--- config.mk ---
export PLATFORM = sky130hd
export DESIGN_NAME = hetc_regs
export DESIGN_NICKNAME = d
export VERILOG_FILES = /design/src/shared/hetc_pkg.sv /design/src/rtl/hetc_regs.sv
export SDC_FILE = /design/constraint.sdc
export NUM_CORES = 1
export LEC_CHECK = 0
export ABC_AREA = 1
export ABC_CLOCK_PERIOD_IN_PS = 7200
export BUFFER_PORTS_ARGS = -buffer_cell sky130_fd_sc_hd__buf_2
export CAP_MARGIN = 40
export CORE_MARGIN = 3
export CORE_UTILIZATION = 45
export CTS_BUF_LIST = sky130_fd_sc_hd__clkbuf_2 sky130_fd_sc_hd__clkbuf_4 sky130_fd_sc_hd__clkbuf_8
export DETAILED_ROUTE_END_ITERATION = 8
export PLACE_DENSITY = 0.7
export SLEW_MARGIN = 20
export SYNTH_ARGS = -nofsm -noshare
export SYNTH_HDL_FRONTEND = slang
export SYNTH_SLANG_ARGS = --single-unit
--- constraint.sdc ---
create_clock -name i_ref_clk -period 7.2 [get_ports i_ref_clk]
set_input_delay 0.72 -clock i_ref_clk [delete_from_list [all_inputs] [get_ports i_ref_clk]]
set_output_delay 0.72 -clock i_ref_clk [all_outputs]
set_load 0.03 [all_outputs]
--- src/shared/hetc_pkg.sv ---
`default_nettype none
package hetc_pkg;
   // Register byte offsets
   localparam logic [7:0] OFF_TRACE_MASK   = 8'h00;
   localparam logic [7:0] OFF_TRIGGER_MASK = 8'h20;
   localparam logic [7:0] OFF_BANK_SEL     = 8'h60;
   localparam logic [7:0] OFF_MAIN_CTRL    = 8'h64;
   localparam logic [7:0] OFF_IRQ_STATUS   = 8'h80;
   localparam logic [7:0] OFF_IRQ_ENABLE   = 8'h84;
   localparam logic [7:0] OFF_IRQ_CLEAR    = 8'h88;
   // Main control field positions
   localparam int MC_EN     = 0;
   localparam int MC_COMP   = 1;
   localparam int MC_ERRDET = 2;
   localparam int MC_MODE   = 4;
   localparam int MC_STAT   = 5;
   localparam int MC_CLEAR  = 6;
   localparam int MC_TRIGID = 7;
   // Interrupt status bits
   localparam int IRQ_TRIG = 0;
   localparam int IRQ_LOST = 1;
   localparam int IRQ_W    = 2;
   // Reset values
   localparam logic [31:0] MASK_RST = 32'h0000_0000;
   localparam logic        CTRL_RST = 1'b0;
   // Feature encodings, trace id
   localparam logic [3:0] BUS_TYPE_TRIGID = 4'h1;
   localparam logic [1:0] GTRIG_MODE_OK   = 2'h2;
   localparam logic [6:0] TRIG_TRACE_ID   = 7'h7d;
endpackage
`default_nettype wire

--- src/rtl/hetc_regs.sv ---
// Our own choices: the register offsets and the address-and-strobe port.
`timescale 1ns/1ps
`default_nettype none
// How it works
// - Trigger mask bit per event, 1 enables
// - Masks banked by the bank selector
// - Bank k maps to events 32k..32k+31
// - Selector ignores writes, reads zero if <=32
// - Selector low n bits, reset zero
// - Bit 7 enables trigger trace id
// - Bit 6 write 1 clears single status
// - Bit 5 shows single trigger fired
// - Bit 4 selects single or multi-shot
// - Bit 2 enables lost-event reporting
// - Bit 1 enables leading zero suppression
// - Tracing needs local and global enable
// - Banked trace mask bit per event
module hetc_regs #(
   parameter int NUM_EVENTS = 64,
   parameter int BANKS      = (NUM_EVENTS + 31) / 32,
   parameter int BSEL_W     = (BANKS > 1) ? $clog2(BANKS) : 1
) (
   input  wire  logic                  i_ref_clk,
   input  wire  logic                  i_rst_b,
   input  wire  logic                  i_clk_en,
   input  wire  logic [7:0]            i_addr,
   input  wire  logic [31:0]           i_wdata,
   input  wire  logic                  i_wr,
   input  wire  logic                  i_rd,
   output logic       [31:0]           o_rdata,
   input  wire  logic                  i_global_en,
   input  wire  logic [3:0]            i_bus_type,
   input  wire  logic [1:0]            i_gtrig_ctl,
   input  wire  logic [NUM_EVENTS-1:0] i_events,
   input  wire  logic                  i_event_lost,
   output logic       [NUM_EVENTS-1:0] o_trace_events,
   output logic                        o_trigger,
   output logic       [6:0]            o_trigger_id,
   output logic                        o_lost_flag,
   output logic                        o_compress,
   output logic                        o_irq
);
   localparam int IRQ_W_L = hetc_pkg::IRQ_W;
   logic                  rst_s1_ff;
   logic                  rst_sync_ff;
   logic [31:0]           trace_mask_ff [BANKS];
   logic [31:0]           trig_mask_ff  [BANKS];
   logic [BSEL_W-1:0]     bank_ff;
   logic                  en_ff;
   logic                  comp_ff;
   logic                  errdet_ff;
   logic                  single_ff;
   logic                  trigid_ff;
   logic                  status_ff;
   logic [IRQ_W_L-1:0]    irq_stat_ff;
   logic [IRQ_W_L-1:0]    irq_en_ff;
   logic [31:0]           rdata_ff;
   logic                  trigger_ff;
   logic                  lost_ff;

   always_ff @(posedge i_ref_clk or negedge i_rst_b) begin
      if (!i_rst_b) begin
         rst_s1_ff   <= 1'b0;
         rst_sync_ff <= 1'b0;
      end else begin
         rst_s1_ff   <= 1'b1;
         rst_sync_ff <= rst_s1_ff;
      end
   end

   wire rst_n = rst_sync_ff;
   wire sel_mask  = (i_addr == hetc_pkg::OFF_TRACE_MASK);
   wire sel_trig  = (i_addr == hetc_pkg::OFF_TRIGGER_MASK);
   wire sel_bank  = (i_addr == hetc_pkg::OFF_BANK_SEL);
   wire sel_ctrl  = (i_addr == hetc_pkg::OFF_MAIN_CTRL);
   wire sel_istat = (i_addr == hetc_pkg::OFF_IRQ_STATUS);
   wire sel_ien   = (i_addr == hetc_pkg::OFF_IRQ_ENABLE);
   wire sel_iclr  = (i_addr == hetc_pkg::OFF_IRQ_CLEAR);
   wire wr_ctrl   = i_clk_en && i_wr && sel_ctrl;
   wire has_banks = (BANKS > 1);
   wire has_trigid = (i_bus_type == hetc_pkg::BUS_TYPE_TRIGID);
   wire has_mode   = (i_gtrig_ctl == hetc_pkg::GTRIG_MODE_OK);
   wire active     = en_ff && i_global_en;
   wire single     = has_mode && single_ff;
   wire [BSEL_W-1:0] bank = has_banks ? bank_ff : '0;

   // Per-bank masks and event gating
   genvar g;
   logic [BANKS-1:0] bank_trig_hit;
   generate
      for (g = 0; g < BANKS; g++) begin : g_bank
         localparam int LO = g * 32;
         localparam int HI = (LO + 32 > NUM_EVENTS) ? NUM_EVENTS : LO + 32;
         wire bank_hit = (bank == BSEL_W'(g));
         always_ff @(posedge i_ref_clk or negedge rst_n) begin
            if (!rst_n) begin
               trace_mask_ff[g] <= hetc_pkg::MASK_RST;
               trig_mask_ff[g]  <= hetc_pkg::MASK_RST;
            end else if (i_clk_en && i_wr && bank_hit) begin
               if (sel_mask) trace_mask_ff[g] <= i_wdata;
               if (sel_trig) trig_mask_ff[g]  <= i_wdata;
            end
         end
         logic [HI-LO-1:0] trace_ev_ff;
         assign o_trace_events[HI-1:LO] = trace_ev_ff;
         wire [HI-LO-1:0] ev = i_events[HI-1:LO];
         wire [HI-LO-1:0] trace_hit = ev & trace_mask_ff[g][HI-LO-1:0];
         assign bank_trig_hit[g] = |(ev & trig_mask_ff[g][HI-LO-1:0]);
         always_ff @(posedge i_ref_clk or negedge rst_n) begin
            if (!rst_n) begin
               trace_ev_ff <= '0;
            end else if (i_clk_en) begin
               trace_ev_ff <= active ? trace_hit : '0;
            end
         end
         // Trigger mask writes to one bank leave the other banks alone
         property p_bank_own;
            @(posedge i_ref_clk) disable iff (!rst_n)
            (i_clk_en && i_wr && sel_trig && !bank_hit) |=> $stable(trig_mask_ff[g]);
         endproperty
         a_bank_own: assert property (p_bank_own) else $error("other bank written");
      end
   endgenerate

   wire trig_raw  = active && (|bank_trig_hit);
   wire trig_fire = trig_raw && !(single && status_ff);
   wire clr_trig  = wr_ctrl && i_wdata[hetc_pkg::MC_CLEAR] && single;
   wire lost_ev   = active && errdet_ff && i_event_lost;
   wire [IRQ_W_L-1:0] irq_set = {lost_ev, trig_fire};
   wire [IRQ_W_L-1:0] irq_clr = (i_clk_en && i_wr && sel_iclr) ?
                                i_wdata[IRQ_W_L-1:0] : '0;

   always_ff @(posedge i_ref_clk or negedge rst_n) begin
      if (!rst_n) begin
         bank_ff <= '0;
      end else if (i_clk_en && i_wr && sel_bank && has_banks) begin
         bank_ff <= i_wdata[BSEL_W-1:0];
      end
   end

   // Only implemented control bits are stored
   always_ff @(posedge i_ref_clk or negedge rst_n) begin
      if (!rst_n) begin
         en_ff     <= hetc_pkg::CTRL_RST;
         comp_ff   <= hetc_pkg::CTRL_RST;
         errdet_ff <= hetc_pkg::CTRL_RST;
         single_ff <= hetc_pkg::CTRL_RST;
         trigid_ff <= hetc_pkg::CTRL_RST;
      end else if (wr_ctrl) begin
         en_ff     <= i_wdata[hetc_pkg::MC_EN];
         comp_ff   <= i_wdata[hetc_pkg::MC_COMP];
         errdet_ff <= i_wdata[hetc_pkg::MC_ERRDET];
         single_ff <= i_wdata[hetc_pkg::MC_MODE];
         trigid_ff <= i_wdata[hetc_pkg::MC_TRIGID];
      end
   end

   // Fired status; a new fire wins over a clear
   always_ff @(posedge i_ref_clk or negedge rst_n) begin
      if (!rst_n) begin
         status_ff <= 1'b0;
      end else if (i_clk_en) begin
         if (trig_fire && single) status_ff <= 1'b1;
         else if (clr_trig) status_ff <= 1'b0;
      end
   end

   always_ff @(posedge i_ref_clk or negedge rst_n) begin
      if (!rst_n) begin
         trigger_ff <= 1'b0;
         lost_ff    <= 1'b0;
      end else if (i_clk_en) begin
         trigger_ff <= trig_fire;
         lost_ff    <= lost_ev;
      end
   end

   always_ff @(posedge i_ref_clk or negedge rst_n) begin
      if (!rst_n) begin
         irq_stat_ff <= '0;
         irq_en_ff   <= '0;
      end else if (i_clk_en) begin
         irq_stat_ff <= irq_set | (irq_stat_ff & ~irq_clr);
         if (i_wr && sel_ien) irq_en_ff <= i_wdata[IRQ_W_L-1:0];
      end
   end

   wire [31:0] ctrl_rd = {24'h00_0000, has_trigid & trigid_ff, 1'b0,
                          single & status_ff, has_mode & single_ff, 1'b0,
                          errdet_ff, comp_ff, en_ff};
   wire [31:0] rd_mux =
      sel_mask  ? trace_mask_ff[bank] :
      sel_trig  ? trig_mask_ff[bank] :
      sel_bank  ? (has_banks ? 32'(bank_ff) : 32'h0000_0000) :
      sel_ctrl  ? ctrl_rd :
      sel_istat ? 32'(irq_stat_ff) :
      sel_ien   ? 32'(irq_en_ff) : 32'h0000_0000;

   always_ff @(posedge i_ref_clk or negedge rst_n) begin
      if (!rst_n) begin
         rdata_ff <= '0;
      end else if (i_clk_en) begin
         rdata_ff <= i_rd ? rd_mux : 32'h0000_0000;
      end
   end

   assign o_rdata      = rdata_ff;
   assign o_trigger    = trigger_ff;
   assign o_trigger_id = (has_trigid && trigid_ff) ? hetc_pkg::TRIG_TRACE_ID : 7'h00;
   assign o_lost_flag  = lost_ff;
   assign o_compress   = comp_ff;
   assign o_irq        = |(irq_stat_ff & irq_en_ff);

   property p_single_hold;
      @(posedge i_ref_clk) disable iff (!rst_n)
      (i_clk_en && single && status_ff && !clr_trig) |-> ##1 !trigger_ff;
   endproperty
   a_single_hold: assert property (p_single_hold) else $error("retrigger while held");

   property p_inactive;
      @(posedge i_ref_clk) disable iff (!rst_n)
      (i_clk_en && !active) |=> (o_trace_events == '0 && !trigger_ff);
   endproperty
   a_inactive: assert property (p_inactive) else $error("event passed while off");

   property p_status_set;
      @(posedge i_ref_clk) disable iff (!rst_n)
      (i_clk_en && trig_fire && single) |=> status_ff;
   endproperty
   a_status_set: assert property (p_status_set) else $error("status not set");

   property p_clear;
      @(posedge i_ref_clk) disable iff (!rst_n)
      (clr_trig && !trig_fire) |=> !status_ff;
   endproperty
   a_clear: assert property (p_clear) else $error("clear ignored");

   property p_bank_zero;
      @(posedge i_ref_clk) disable iff (!rst_n)
      (i_clk_en && i_rd && sel_bank && !has_banks) |=> (o_rdata == 32'h0000_0000);
   endproperty
   a_bank_zero: assert property (p_bank_zero) else $error("bank select not zero");

   property p_lost;
      @(posedge i_ref_clk) disable iff (!rst_n)
      (i_clk_en && !errdet_ff) |=> !o_lost_flag;
   endproperty
   a_lost: assert property (p_lost) else $error("loss without detect");

   property p_ctrl_rd;
      @(posedge i_ref_clk) disable iff (!rst_n)
      (i_clk_en && i_rd && sel_ctrl) |=> (o_rdata[0] == $past(en_ff) && o_rdata[1] == $past(comp_ff));
   endproperty
   a_ctrl_rd: assert property (p_ctrl_rd) else $error("control readback wrong");

   property p_trig_rd;
      @(posedge i_ref_clk) disable iff (!rst_n)
      (i_clk_en && i_wr && sel_trig) ##1 (i_clk_en && i_rd && sel_trig && !i_wr && $stable(bank))
      |=> (o_rdata == $past(i_wdata, 2));
   endproperty
   a_trig_rd: assert property (p_trig_rd) else $error("trigger mask lost");

   property p_bank_inert;
      @(posedge i_ref_clk) disable iff (!rst_n)
      (i_clk_en && i_wr && sel_bank && !has_banks) |=> $stable(bank_ff);
   endproperty
   a_bank_inert: assert property (p_bank_inert) else $error("bank select written");

   property p_bank_wr;
      @(posedge i_ref_clk) disable iff (!rst_n)
      (i_clk_en && i_wr && sel_bank && has_banks) |=> (bank_ff == $past(i_wdata[BSEL_W-1:0]));
   endproperty
   a_bank_wr: assert property (p_bank_wr) else $error("bank select lost");

   property p_mode_absent;
      @(posedge i_ref_clk) disable iff (!rst_n)
      (i_clk_en && i_rd && sel_ctrl && !has_mode) |=> !o_rdata[hetc_pkg::MC_MODE];
   endproperty
   a_mode_absent: assert property (p_mode_absent) else $error("mode without feature");

   property p_status_multi;
      @(posedge i_ref_clk) disable iff (!rst_n)
      (i_clk_en && i_rd && sel_ctrl && !single) |=> !o_rdata[hetc_pkg::MC_STAT];
   endproperty
   a_status_multi: assert property (p_status_multi) else $error("multi-shot status");

   property p_compress;
      @(posedge i_ref_clk) disable iff (!rst_n)
      wr_ctrl |=> (o_compress == $past(i_wdata[hetc_pkg::MC_COMP]));
   endproperty
   a_compress: assert property (p_compress) else $error("compression bit lost");

   property p_lost_on;
      @(posedge i_ref_clk) disable iff (!rst_n)
      (i_clk_en && active && errdet_ff && i_event_lost) |=> o_lost_flag;
   endproperty
   a_lost_on: assert property (p_lost_on) else $error("loss not reported");

   // Clock enable low freezes the control state
   property p_frozen;
      @(posedge i_ref_clk) disable iff (!rst_n)
      (!i_clk_en) |=> ($stable(en_ff) && $stable(bank_ff) && $stable(status_ff));
   endproperty
   a_frozen: assert property (p_frozen) else $error("state moved while frozen");
endmodule
`default_nettype wire

==> run metrics, run 1 <==
status finished, final reports clean; setup TNS 0 ps; WP buf/inv 2; dpl cell area 12410 sq um; MaxCap Viol Count 0; yosys warns 0; clock sinks 239; drt pass-1 iters 5; Placed Cells incl. Taps 1775; synthesized instance count 1296; skew final 14.89 ps; WP data arrival 1830 ps; asr flop ratio synth 1.000; Detail Route Antenna Nets 0; DRC violations left 0; initial antenna violation count 0; clk_lat worst skew 530 ps; Num CTS Buffers 41; Crit-path slowest cell nor3b_1; Most used DFF post-synth dfrtp_1; HP Class reg -> reg; layout filler cell count 2220; WL final 31.02 mm; Die X 162.6 um; CP cell instances buf_2, nor2_1, nand2_1, nor3b_1, buf_2; Layout Area Growth over Synthesis 20.21%; Critical Path RT 6480 ps; Final Hold Fails 0; synthesized area 11030 sq um; number of DRC markers in iteration 0 736; largest net degree at the start of global routing 66; most common cell in the synthesized netlist nand2_1; RSZ-0062 raised after global routing false; #FFs+latches synth 239; PD cells 211.2 nW/um^2; final core utilization 0.5584; Site Rows 56; CP Launch Type primary input; Avg WL per Cell 16.82 um; most used cell, CP buf_2; share of layout cells above drive strength 1 0.2485; EDFF count, synth 0; post-synth top area share 0.5420; Critical Path Sink Type output pin; Diodes inserted 0; Synth top cells by count nand2_1 (481), dfrtp_1 (239), o21ai_0 (159); Leak 6.671 nW; clock buffer depth 3; worst rel slew slack 0.5008; Tot Pwr 2.801 mW; Hold WS 368.9 ps; core region area 23750 sq um; final worst slack 4649 ps; CP max stage delay 550 ps; CTS tree built; fin. max-slew vios 0; Starting Density 0.4645; Nets 1617; total nets after synthesis 1413; Critical Path Fanout Max 7; # setup viols final 0; vias in the first global route 9719; PortBufs 222; H-tree depth 2; die span in y 162.6 um; dpl ws 4380 ps; die area 26440 sq um; Final Cycle Share 0.3543; Finished Cell Area 13260 sq um; GRT overflow 0; GPL Wtd Cong 0.8462; peak supply drop 0.1297 mV; Worst Setup Path Type in -> out; via count 9726; IO Pins 224; fin crit period 2551 ps; DP Wirelength 21.46 mm; post-synthesis sequential area ratio 0.5420; delay-heaviest family, CP simple AND/OR/NAND/NOR gates; Mean Syn Cell Area 8.514 sq um; Cell variety after synth 28; first-pass GRT wire length 50.54 mm; Slew @ Worst Pin 748.8 ps; top cells by area, synth dfrtp_1 (54%), nand2_1 (16%), o21ai_0 (7.2%); Via density 5.274; GR Util All Layers 0.2373; clock input transition at the sequential cells of the worst setup and hold paths 60 ps; Root Buffer clkbuf_8; post-synth top area cell dfrtp_1; post-route insts no fill 1844; Fmax 392.0 MHz
==> routing by layer <==
layer,vias to the layer above,part of all wire,GRT usage
met5,-,0,0
met4,0,0.025,0.07689
met3,60,0.069,0.04273
met2,353,0.47,0.3811
met1,4652,0.44,0.3294
li1,4661,-,-
==> flip-flops by register name, indices dropped and copies added, names as in the netlist, 2 cells and up <==
register and cells:
irq_stat_ff 2, trig_mask_ff 64, o_rdata 32, g_bank.trace_ev_ff 64
irq_en_ff 2, trace_mask_ff 64
==> area by class of cell <==
class | instances | area [sq um] | area share
Clock buffer | 68 | 848.3 | 0.06396
Inverter | 55 | 207.7 | 0.01566
Tap cell | 319 | 399.1 | 0.03009
Timing Repair Buffer | 241 | 1401 | 0.1056
Multi-Input combinational cell | 922 | 4419 | 0.3332
Sequential cell | 239 | 5988 | 0.4515
==> worst paths after layout <==
kind	start	end	slack (ps)	cells after the start
hold reg to reg	rst_s1_ff$_DFF_PN0_	rst_n$_DFF_PN0_	370	0
max in group asynchronous	rst_n$_DFF_PN0_	o_rdata[13]$_DFFE_PN0P_	5570	2
setup reg to reg	bank$_DFFE_PN0P_	trace_mask_ff[6]$_DFFE_PN0P_	4970	6
hold / removal	rst_s1_ff$_DFF_PN0_	rst_n$_DFF_PN0_	370	0
setup / recovery	i_bus_type[3]	o_trigger_id[3]	4650	5
min in group asynchronous	rst_n$_DFF_PN0_	o_rdata[0]$_DFFE_PN0P_	380	0
==> repair_timing <==
item,in CTS,in global routing
hold buffers,1,0
hold endpoints to repair,2,0
setup buffers,0,0
gates resized for setup,0,0
==> placed cells by master (no fill, tap or decap), types with 2 or more instances in the layout <==
cell type | synthesis | layout
mux2i_1 | 27 | 27
nand3_1 | 91 | 91
clkbuf_4 | 0 | 14
a21oi_1 | 3 | 3
nand2_4 | 3 | 3
clkbuf_8 | 0 | 54
nand4_1 | 5 | 5
dfrtp_1 | 239 | 237
buf_2 | 17 | 222
o21ai_2 | 54 | 54
inv_2 | 5 | 4
dfrtp_4 | 0 | 2
nand2_2 | 2 | 3
buf_4 | 7 | 9
inv_1 | 50 | 49
nand2_1 | 481 | 480
nor2_1 | 39 | 38
buf_16 | 0 | 5
conb_1 | 2 | 2
a31oi_1 | 32 | 32
buf_12 | 0 | 3
o21ai_0 | 159 | 159
o21ai_1 | 16 | 16
nor2_4 | 2 | 3
==> report_power, final <==
group / switching (mW) / total [mW] / internal (mW)
clock: 0.528 / 1.26 / 0.735
sequential: 0.0183 / 1.38 / 1.36
combinational: 0.110 / 0.163 / 0.0528
==> logic make-up after synthesis <==
| family | synth area share |
|---|---|
| AO/OA/AOI/OAI | 0.1439 |
| buffers and inverters | 0.05840 |
| flip-flops | 0.5420 |
| multiplexers | 0.02449 |
| other | 0.0006806 |
| AND/OR/NAND/NOR | 0.2305 |
(Power assumes the default switching activity.)
==> inputs of run 2 (changes only) <==
--- a/config.mk
+++ b/config.mk
@@ -6,14 +6,14 @@
 export NUM_CORES = 1
 export LEC_CHECK = 0
 export ABC_AREA = 1
-export ABC_CLOCK_PERIOD_IN_PS = 7200
+export ABC_CLOCK_PERIOD_IN_PS = 2600
 export BUFFER_PORTS_ARGS = -buffer_cell sky130_fd_sc_hd__buf_2
 export CAP_MARGIN = 40
 export CORE_MARGIN = 3
 export CORE_UTILIZATION = 45
 export CTS_BUF_LIST = sky130_fd_sc_hd__clkbuf_2 sky130_fd_sc_hd__clkbuf_4 sky130_fd_sc_hd__clkbuf_8
 export DETAILED_ROUTE_END_ITERATION = 8
-export PLACE_DENSITY = 0.7
+export PLACE_DENSITY = 0.67
 export SLEW_MARGIN = 20
 export SYNTH_ARGS = -nofsm -noshare
 export SYNTH_HDL_FRONTEND = slang
==> constraint.sdc (replaced) <==
create_clock -name i_ref_clk -period 2.6 [get_ports i_ref_clk]
set_input_delay 0.26 -clock i_ref_clk [delete_from_list [all_inputs] [get_ports i_ref_clk]]
set_output_delay 0.26 -clock i_ref_clk [all_outputs]
set_load 0.03 [all_outputs]
==> run metrics, run 2 (synthesis gave the netlist of run 1 again) <==
Layout Area Growth over Synthesis 24.33%; reg2reg setup slack 740 ps (-4230 ps); clock input transition at the sequential cells of the worst setup and hold paths 60 ps (about the same); Leak 6.866 nW (+2.9%); clock sinks 239 (unchanged); via count 9798 (+0.74%); GR Util All Layers 0.2467 (+0.009400); Diodes inserted 0 (unchanged); Nets 1670 (+3.3%); Hold WS 26.52 ps (-342.4 ps); first-pass GRT wire length 51.92 mm (+2.7%); clock buffer depth 3 (unchanged); Final Cycle Share 0.7996; H-tree depth 2 (unchanged); final core utilization 0.5776 (+0.01917); setup TNS 0 ps (unchanged); Finished Cell Area 13720 sq um (+3.4%); GPL Wtd Cong 0.8220 (-2.9%); Site Rows 56 (unchanged); die span in y 162.6 um (unchanged); Avg WL per Cell 17.05 um (+1.4%); status finished, final reports clean; clk_lat worst skew 530 ps (about the same); WL final 32.36 mm (+4.3%); core region area 23750 sq um (unchanged); Root Buffer clkbuf_8; Num CTS Buffers 41 (unchanged); fin. max-slew vios 0 (unchanged); number of DRC markers in iteration 0 741 (+0.68%); Starting Density 0.4645 (unchanged); # setup viols final 0 (unchanged); HP Class in -> reg; biggest registers after layout g_bank.trace_ev_ff (64), trace_mask_ff (64), trig_mask_ff (64); GRT overflow 0 (unchanged); initial antenna violation count 1 (+1); CP Launch Type register; commonest non-fill, non-tap cell in the layout nand2_1; skew final 13.83 ps (-1.066 ps); CTS tree built; PortBufs 222 (unchanged); share of layout cells above drive strength 1 0.2470 (-0.001533); Die X 162.6 um (unchanged); die area 26440 sq um (unchanged); RSZ-0062 raised after global routing false; Slew @ Worst Pin 687.1 ps (-61.70 ps); commonest cells after routing, fill and taps aside nand2_1 (480), dfrtp_1 (237), buf_2 (222); worst rel slew slack 0.5409 (+0.04014); Detail Route Antenna Nets 0 (unchanged); DP Wirelength 21.45 mm (about the same); largest net degree at the start of global routing 73 (+11%); Final Hold Fails 0 (unchanged); layout filler cell count 2142 (-3.5%); Critical Path Fanout Max 7 (unchanged); Fmax 481.0 MHz; Post-CTS Setup Repair Bufs 0 (unchanged); IO Pins 224 (unchanged); drt pass-1 iters 5 (unchanged); Via density 5.162 (-2.1%); WP data arrival 1820 ps (about the same); vias in the first global route 9839 (+1.2%); PD cells 572.5 nW/um^2 (+170%); DRC violations left 0 (unchanged); Worst Setup Path Type reg -> out; dpl cell area 12410 sq um (about the same); Critical Path RT 2340 ps (-4140 ps); MaxCap Viol Count 0 (unchanged); peak supply drop 0.3840 mV (+200%); fin crit period 2079 ps; Critical Path Sink Type output pin
[run 2: final timing paths]
check / from / end / depth (start not counted)
max: trigid_ff$_DFFE_PN0N_ / o_trigger_id[6] / 3
min: i_events[24] / g_bank[0].trace_ev_ff[24]$_DFFE_PN0P_ / 3
max reg2reg: bank$_DFFE_PN0P_ / trace_mask_ff[27]$_DFFE_PN0P_ / 5
min reg2reg: rst_n$_DFF_PN0_ / trig_mask_ff[32]$_DFFE_PN0P_ / 0
max in group asynchronous: rst_n$_DFF_PN0_ / trig_mask_ff[8]$_DFFE_PN0P_ / 1
min in group asynchronous: i_rst_b / rst_n$_DFF_PN0_ / 2
[run 2: report_power, final]
part | total (mW) | switching, mW | internal, mW
sequential | 3.80 | 0.0455 | 3.76
combinational | 0.526 | 0.330 | 0.196
clock | 3.53 | 1.49 | 2.04
total | 7.85 | 1.86 | 5.99
[run 2: final cells by class]
type                       instances  area [sq um]  area share
timing repair buffer             294          1857      0.1353
sequential                       239          5988      0.4365
clock inverter                     4         47.55    0.003466
clock buffer                      65         800.8     0.05837
multi-input combinational        922          4419      0.3221
inverter                          55         207.7     0.01514
tap                              319         399.1     0.02909
[run 2: per-stage QoR]
step / setup slack (ps) / instances / power (mW)
2_1_floorplan: 190.6 / 1296 / 4.098
3_5_place_dp: 636.7 / 1784 / 4.340
4_1_cts: 501.3 / 1897 / 7.924
3_3_place_gp: 643.6 / 1783 / 4.336
6_report: 521.1 / 1898 / 7.854
5_1_grt: 377.3 / 1898 / 8.141
[run 2: what timing repair did]
action | 4_1_cts | 5_1_grt
resized for setup | 0 | 0
hold buffers | 44 | 0
endpoints found under the hold margin | 45 | 0
[run 2: worst max-delay path: stages, from the launching register on]
cell	delay (ps)
dfrtp_1	350
nand2_1	50
nor3b_1	560
buf_2	320
[run 2: layer usage]
layer	vias up	GRT usage	routed length (um)
li1	4763	-	-
met1	4630	0.3409	14390
met2	348	0.4056	15270
met3	55	0.03942	1952
met4	2	0.07151	728
met5	-	0	13
